===== src/inc/clr_pkg.sv =====
package clr_pkg;
    localparam int          CLR_AW            = 8;
    localparam int          CLR_DW            = 32;
    // register byte address
    localparam logic [7:0]  CLR_SETTINGS_OFS  = 8'h88;
    // status word offset
    localparam logic [7:0]  CLR_STATUS_OFS    = 8'h8C;
    localparam logic [31:0] CLR_SETTINGS_RST  = 32'h0000_0000;
    localparam int          CLR_RSVD_BIT      = 31;
    localparam int          CLR_OVERDRIVE_BIT = 30;
    localparam int          CLR_ACC_HI        = 29;
    localparam int          CLR_ACC_LO        = 25;
    localparam int          CLR_DSRC_BIT      = 24;
    localparam int          CLR_DEC_HI        = 23;
    localparam int          CLR_DEC_LO        = 19;
    localparam int          CLR_SURGE_BIT     = 3;
    localparam int          CLR_CODE_W        = 5;
    localparam int          CLR_RATE_W        = 20;
    // accel/decel code that means no rate limit
    localparam logic [4:0]  CLR_NO_LIMIT_CODE = 5'h1F;
    localparam logic [19:0] CLR_RATE_MAX      = 20'hF_FFFF;
endpackage


===== src/rtl/clr_rate_lut.sv =====
`timescale 1ns/1ps
`default_nettype none
module clr_rate_lut (
    input  wire logic [clr_pkg::CLR_CODE_W-1:0] code_i,
    output logic      [clr_pkg::CLR_RATE_W-1:0] rate_o,
    output logic                                unlimited_o
);
    import clr_pkg::*;

    // rate in units of 0.1 Hz/s
    function automatic logic [CLR_RATE_W-1:0] rate_of(input logic [CLR_CODE_W-1:0] c);
        logic [CLR_RATE_W-1:0] r;
        r = CLR_RATE_MAX;
        unique case (c)
            5'h00: r = 20'h0_0005;
            5'h01: r = 20'h0_000A;
            5'h02: r = 20'h0_0019;
            5'h03: r = 20'h0_0032;
            5'h04: r = 20'h0_004B;
            5'h05: r = 20'h0_0064;
            5'h06: r = 20'h0_00C8;
            5'h07: r = 20'h0_0190;
            5'h08: r = 20'h0_0258;
            5'h09: r = 20'h0_0320;
            5'h0A: r = 20'h0_03E8;
            5'h0B: r = 20'h0_07D0;
            5'h0C: r = 20'h0_0BB8;
            5'h0D: r = 20'h0_0FA0;
            5'h0E: r = 20'h0_1388;
            5'h0F: r = 20'h0_1770;
            5'h10: r = 20'h0_1B58;
            5'h11: r = 20'h0_1F40;
            5'h12: r = 20'h0_2328;
            5'h13: r = 20'h0_2710;
            5'h14: r = 20'h0_4E20;
            5'h15: r = 20'h0_9C40;
            5'h16: r = 20'h0_EA60;
            5'h17: r = 20'h1_3880;
            5'h18: r = 20'h1_86A0;
            5'h19: r = 20'h3_0D40;
            5'h1A: r = 20'h4_93E0;
            5'h1B: r = 20'h6_1A80;
            5'h1C: r = 20'h7_A120;
            5'h1D: r = 20'h9_27C0;
            5'h1E: r = 20'hA_AE60;
            5'h1F: r = CLR_RATE_MAX;
        endcase
        return r;
    endfunction

    assign rate_o      = rate_of(code_i);
    assign unlimited_o = (code_i == CLR_NO_LIMIT_CODE);
endmodule
`default_nettype wire


===== src/rtl/clr_config.sv =====
// Operation
// - bit 30 enables drive overmodulation
// - bits 29:25 set accel limit code
// - source bit 0 selects decel field
// - source bit 1 reuses accel code
// - decel field sets decel limit whenever source bit is 0, surge guard or not; status bit 2 shows it only with surge guard off
`timescale 1ns/1ps
`default_nettype none
module clr_config (
    input  wire logic                         clk_i,
    input  wire logic                         rst_i,
    input  wire logic [clr_pkg::CLR_AW-1:0]   adr_i,
    input  wire logic [clr_pkg::CLR_DW-1:0]   dat_i,
    input  wire logic [3:0]                   sel_i,
    input  wire logic                         we_i,
    input  wire logic                         cyc_i,
    input  wire logic                         stb_i,
    output logic      [clr_pkg::CLR_DW-1:0]   dat_o,
    output logic                              ack_o,
    output logic                              err_o,
    output logic                              drive_overdrive_on_o,
    output logic      [clr_pkg::CLR_RATE_W-1:0] accel_limit_o,
    output logic                              accel_unlimited_o,
    output logic      [clr_pkg::CLR_RATE_W-1:0] decel_limit_o,
    output logic                              decel_unlimited_o,
    output logic                              surge_guard_on_o
);
    import clr_pkg::*;

    logic [CLR_DW-1:0]     closed_loop_settings_one;
    logic [CLR_DW-1:0]     next_settings;
    logic [CLR_DW-1:0]     byte_mask;
    logic [CLR_DW-1:0]     read_word;
    logic [CLR_DW-1:0]     status_word;
    logic [CLR_CODE_W-1:0] closed_loop_accel_rate;
    logic [CLR_CODE_W-1:0] closed_loop_decel_rate;
    logic [CLR_CODE_W-1:0] decel_code;
    logic [CLR_RATE_W-1:0] acc_rate;
    logic [CLR_RATE_W-1:0] dec_rate;
    logic                  acc_unl;
    logic                  dec_unl;
    logic                  decel_rate_source;
    logic                  surge_guard_on;
    logic                  req;
    logic                  hit_set;
    logic                  hit_stat;
    logic                  do_write;
    logic                  decel_from_field;
    logic                  drive_overdrive_on_w;

    // one cycle answer; drop after ack so back-to-back sees a gap
    assign req      = cyc_i & stb_i & ~ack_o & ~err_o;
    assign hit_set  = (adr_i == CLR_SETTINGS_OFS);
    assign hit_stat = (adr_i == CLR_STATUS_OFS);
    assign do_write = req & we_i & hit_set;

    assign byte_mask = {{8{sel_i[3]}}, {8{sel_i[2]}}, {8{sel_i[1]}}, {8{sel_i[0]}}};
    assign next_settings = (closed_loop_settings_one & ~byte_mask) | (dat_i & byte_mask);

    assign drive_overdrive_on_w = closed_loop_settings_one[CLR_OVERDRIVE_BIT];
    assign closed_loop_accel_rate = closed_loop_settings_one[CLR_ACC_HI:CLR_ACC_LO];
    assign closed_loop_decel_rate = closed_loop_settings_one[CLR_DEC_HI:CLR_DEC_LO];
    assign decel_rate_source      = closed_loop_settings_one[CLR_DSRC_BIT];
    assign surge_guard_on         = closed_loop_settings_one[CLR_SURGE_BIT];

    assign decel_from_field = ~decel_rate_source & ~surge_guard_on;
    assign decel_code = decel_rate_source ? closed_loop_accel_rate : closed_loop_decel_rate;

    clr_rate_lut u_acc (
        .code_i      (closed_loop_accel_rate),
        .rate_o      (acc_rate),
        .unlimited_o (acc_unl)
    );

    clr_rate_lut u_dec (
        .code_i      (decel_code),
        .rate_o      (dec_rate),
        .unlimited_o (dec_unl)
    );

    // status: effective decel path and flags
    assign status_word = {28'h000_0000, surge_guard_on, decel_from_field, dec_unl, acc_unl};
    assign read_word   = hit_set ? closed_loop_settings_one : (hit_stat ? status_word : 32'h0000_0000);

    always_ff @(posedge clk_i) begin
        if (rst_i) begin
            closed_loop_settings_one <= CLR_SETTINGS_RST;
        end else if (do_write) begin
            closed_loop_settings_one <= next_settings;
        end
    end

    always_ff @(posedge clk_i) begin
        if (rst_i) begin
            ack_o <= 1'b0;
            err_o <= 1'b0;
            dat_o <= 32'h0000_0000;
        end else begin
            ack_o <= req & (hit_set | (hit_stat & ~we_i));
            err_o <= req & ~(hit_set | (hit_stat & ~we_i));
            dat_o <= (req & ~we_i) ? read_word : 32'h0000_0000;
        end
    end

    // limits follow the register one cycle later
    always_ff @(posedge clk_i) begin
        if (rst_i) begin
            drive_overdrive_on_o <= 1'b0;
            accel_limit_o        <= 20'h0_0000;
            accel_unlimited_o    <= 1'b0;
            decel_limit_o        <= 20'h0_0000;
            decel_unlimited_o    <= 1'b0;
            surge_guard_on_o     <= 1'b0;
        end else begin
            drive_overdrive_on_o <= drive_overdrive_on_w;
            accel_limit_o        <= acc_rate;
            accel_unlimited_o    <= acc_unl;
            decel_limit_o        <= dec_rate;
            decel_unlimited_o    <= dec_unl;
            surge_guard_on_o     <= surge_guard_on;
        end
    end
endmodule
`default_nettype wire


===== config.mk =====
export PLATFORM = sky130hd
export DESIGN_NAME = clr_config
export DESIGN_NICKNAME = d
export VERILOG_FILES = /design/src/inc/clr_pkg.sv /design/src/rtl/clr_rate_lut.sv /design/src/rtl/clr_config.sv
export SDC_FILE = /design/constraint.sdc
export NUM_CORES = 1
export LEC_CHECK = 0
export ABC_AREA = 1
export BUFFER_PORTS_ARGS = -buffer_cell sky130_fd_sc_hd__buf_2
export CAP_MARGIN = 5
export CORE_MARGIN = 3
export CORE_UTILIZATION = 35
export CTS_BUF_LIST = sky130_fd_sc_hd__clkbuf_4
export CTS_CLUSTER_SIZE = 24
export DETAILED_ROUTE_END_ITERATION = 12
export PLACE_DENSITY_LB_ADDON = 0.3
export SLEW_MARGIN = 20
export SYNTH_ARGS = -nofsm -noshare
export SYNTH_HDL_FRONTEND = slang
export SYNTH_SLANG_ARGS = --single-unit

===== constraint.sdc =====
create_clock -name clk_i -period 2.13 [get_ports clk_i]
set_input_delay 0 -clock clk_i [delete_from_list [all_inputs] [get_ports clk_i]]
set_output_delay 0 -clock clk_i [all_outputs]
set_load 0.005 [all_outputs]

==> results.ini <==
[sta]
slew_violations = 0
fin_crit_sh_pct = 90.3
fmax_ghz = 0.520
final-setup-viol-count = 0
max-slew-margin-rel_pct = 62.5
hold_viol = 0
worst_slew_pin_slew_ns = 0.556
period_needed_ns = 1.92
finalSetupTns_ns = 0
hold_slack_ns = 0.0847
grt_setup_unrepaired = no
skew_ns = 0.0188

[synthesis]
synth_common_cells = 184 x nand2_1, 132 x nor2_1, 110 x dfxtp_1
netlist_area_mm2 = 0.00472
synth_most_common_cell = nand2_1
synth.distinct_cells = 34
synthArstFlopShare_pct = 0
synth_edf_count = 0
synthFlopType = dfxtp_1
yosysWarnings = 0
synth.area.top_cells = dfxtp_1 47%, nand2_1 15%, nor2_1 10%
yosys.area.top_type = dfxtp_1
synth-seq-area-share_pct = 46.6
avgSynthCellArea_um2 = 7.36
synth.top_cell.area_share_pct = 46.6
synth-seq-cells = 110
syn_nets = 704
synth_cells = 641

[critical_path]
endpoint_kind = flip-flop
critPathMostFrequentCell = nor2_1
crit_fanout = 16
cp_cell_sequence = nor2_2, nand2_1, nor2_4, nand3_4, nor2_1, dlygate4sd3_1, nor2_1
critical_path_arrival_ns = 2.34
crit_family = simple AND/OR/NAND/NOR gates
path_class = flip-flop to flip-flop
cp-start-kind = flip-flop
max_stage_delay_ns = 0.57
crit_slowest_cell = dlygate4sd3_1
cp_data_required_time_ns = 2.55
path_buf_inv = 1

[cts]
insertion_delay_ns = 0.50
htreeDepth = 3
cts_setup_buffers = 0
root_buffer = clkbuf_4
cts_inserted_buffers = 9
path_clk_slew_ns = 0.16
cts_sinks = 110
clockBufferDepth = 2
cts_tree = yes

[global_route]
grt_overflow = 0
busiest_layer = met2
met2_usage_pct = 31.8
track_usage_pct = 18.6
antenna_found_initial = 0
grt_util_met1_pct = 21.9
grt_pass1_wl_um = 22000
grt_max_degree = 36
grt_pass1_vias = 4645
met3_usage_pct = 6.17

[drt]
post_drt_wl_per_cell_um = 13.0
num_vias = 4685
drt-total-wl_um = 13300
vias_per_cell = 4.59
ant_nets = 0
drc_errors = 0
drt_iter0_markers = 275
first_pass_iters = 5

[placement]
place_hpwl_um = 8790
numPortBuffers = 126
gp_congestion = 0.933

[die]
ios = 127
core_mm2 = 0.0129
start_util_pct = 36.7
fp-row-count = 41
die_h_um = 122
die_area_mm2 = 0.0149
fp.dieW_um = 122

[cells_and_area]
syn_to_final_growth_pct = 35.6
fill_cells = 1288
drive_above_1_share_pct = 22.3
final_net_count = 907
n_antenna_cell = 0

[worst_hold_path]
worstHoldPathType = input port to flip-flop

[job]
cap_violations = 0

[run_status]
outcome = finished clean

[power_and_ir_drop]
p_per_area_mw_per_mm2 = 496
vdd_drop_max_v = 0.000443
p_leak_nw = 3.35

==> layout make-up <==
cell class / count / area, um^2 / area share, %
multi-input combinational: 448 / 2130 / 33.3
sequential: 110 / 2200 / 34.4
tap: 172 / 215 / 3.36
clock buffer: 11 / 82.6 / 1.29
clock inverter: 5 / 26.3 / 0.410
timing repair buffer: 217 / 1530 / 23.8
inverter: 58 / 218 / 3.40
==> metrics by stage <==
step                      utilization [%]  instances  worst slack, ns  area [um^2]  total power [mW]
final                                49.7       1021            0.206         6400              3.17
after global routing                 49.7       1021           0.0504         6400              3.31
after floorplan                         -        641            0.518         4720              2.15
after detailed placement             42.6        925            0.257         5490              2.22
after global placement               42.6        925            0.307         5490              2.22
after CTS                            49.7       1021            0.232         6400              3.21
==> worst register-to-register path: stages (launching register included) <==
cell and delay [ns]:
dfxtp_1 0.35, nor2_2 0.14, nand2_1 0.11, nor2_4 0.25, nand3_4 0.23, nor2_1 0.16
dlygate4sd3_1 0.57, nor2_1 0.05
==> final timing paths <==
check	slack [ns]	depth (start not counted)	end	startpoint
min	0.08	7	err_o$_SDFF_PP0_	adr_i[0]
min reg2reg	0.45	2	dat_o[13]$_SDFF_PP0_	flip-flop
max	0.21	7	flip-flop	ack_o$_SDFF_PP0_
max reg2reg	0.21	7	flip-flop	ack_o$_SDFF_PP0_
==> layout by cell type, fill, tap and decap left out, drive strengths merged <==
cell and count:
a21oi 24, a31oi 4, buf 137, clkbuf 11, clkinv 4, clkinvlp 1, dfxtp 110, dlygate4sd3 80
ha 14, inv 58, nand2 189, nand3 29, nand3b 1, nand4 6, nor2 141, nor3 3
nor4 1, o211ai 4, o21ai 28, o22ai 1, o31ai 2, or2 1
==> layer usage <==
metal | part of all wire [%] | vias to the layer above
met3 | 8.1 | 22
li1 | - | 2391
met5 | 0 | -
met2 | 48 | 146
met4 | 2.0 | 0
met1 | 42 | 2126
==> timing repair <==
action | CTS | global route
resized for setup | 0 | 1
hold endpoints to repair | 60 | 0
hold buffers | 80 | 0
setup endpoints to repair | 0 | 1
==> power breakdown <==
part	switching, mW	internal [mW]	total [mW]
Combinational	0.0754	0.0996	0.175
Sequential	0.00139	2.06	2.07
Clock	0.676	0.257	0.934
==> cells by family (layout without fill, tap and decap cells) <==
| logic type | count (synthesis) | after routing | synth area share, % |
|---|---|---|---|
| simple gates | 371 | 371 | 33.6 |
| compound gates | 63 | 63 | 7.77 |
| fa+ha+maj | 14 | 14 | 3.71 |
| flops | 110 | 110 | 46.6 |
| buf+inv | 83 | 291 | 8.24 |
(Power assumes the default switching activity.)
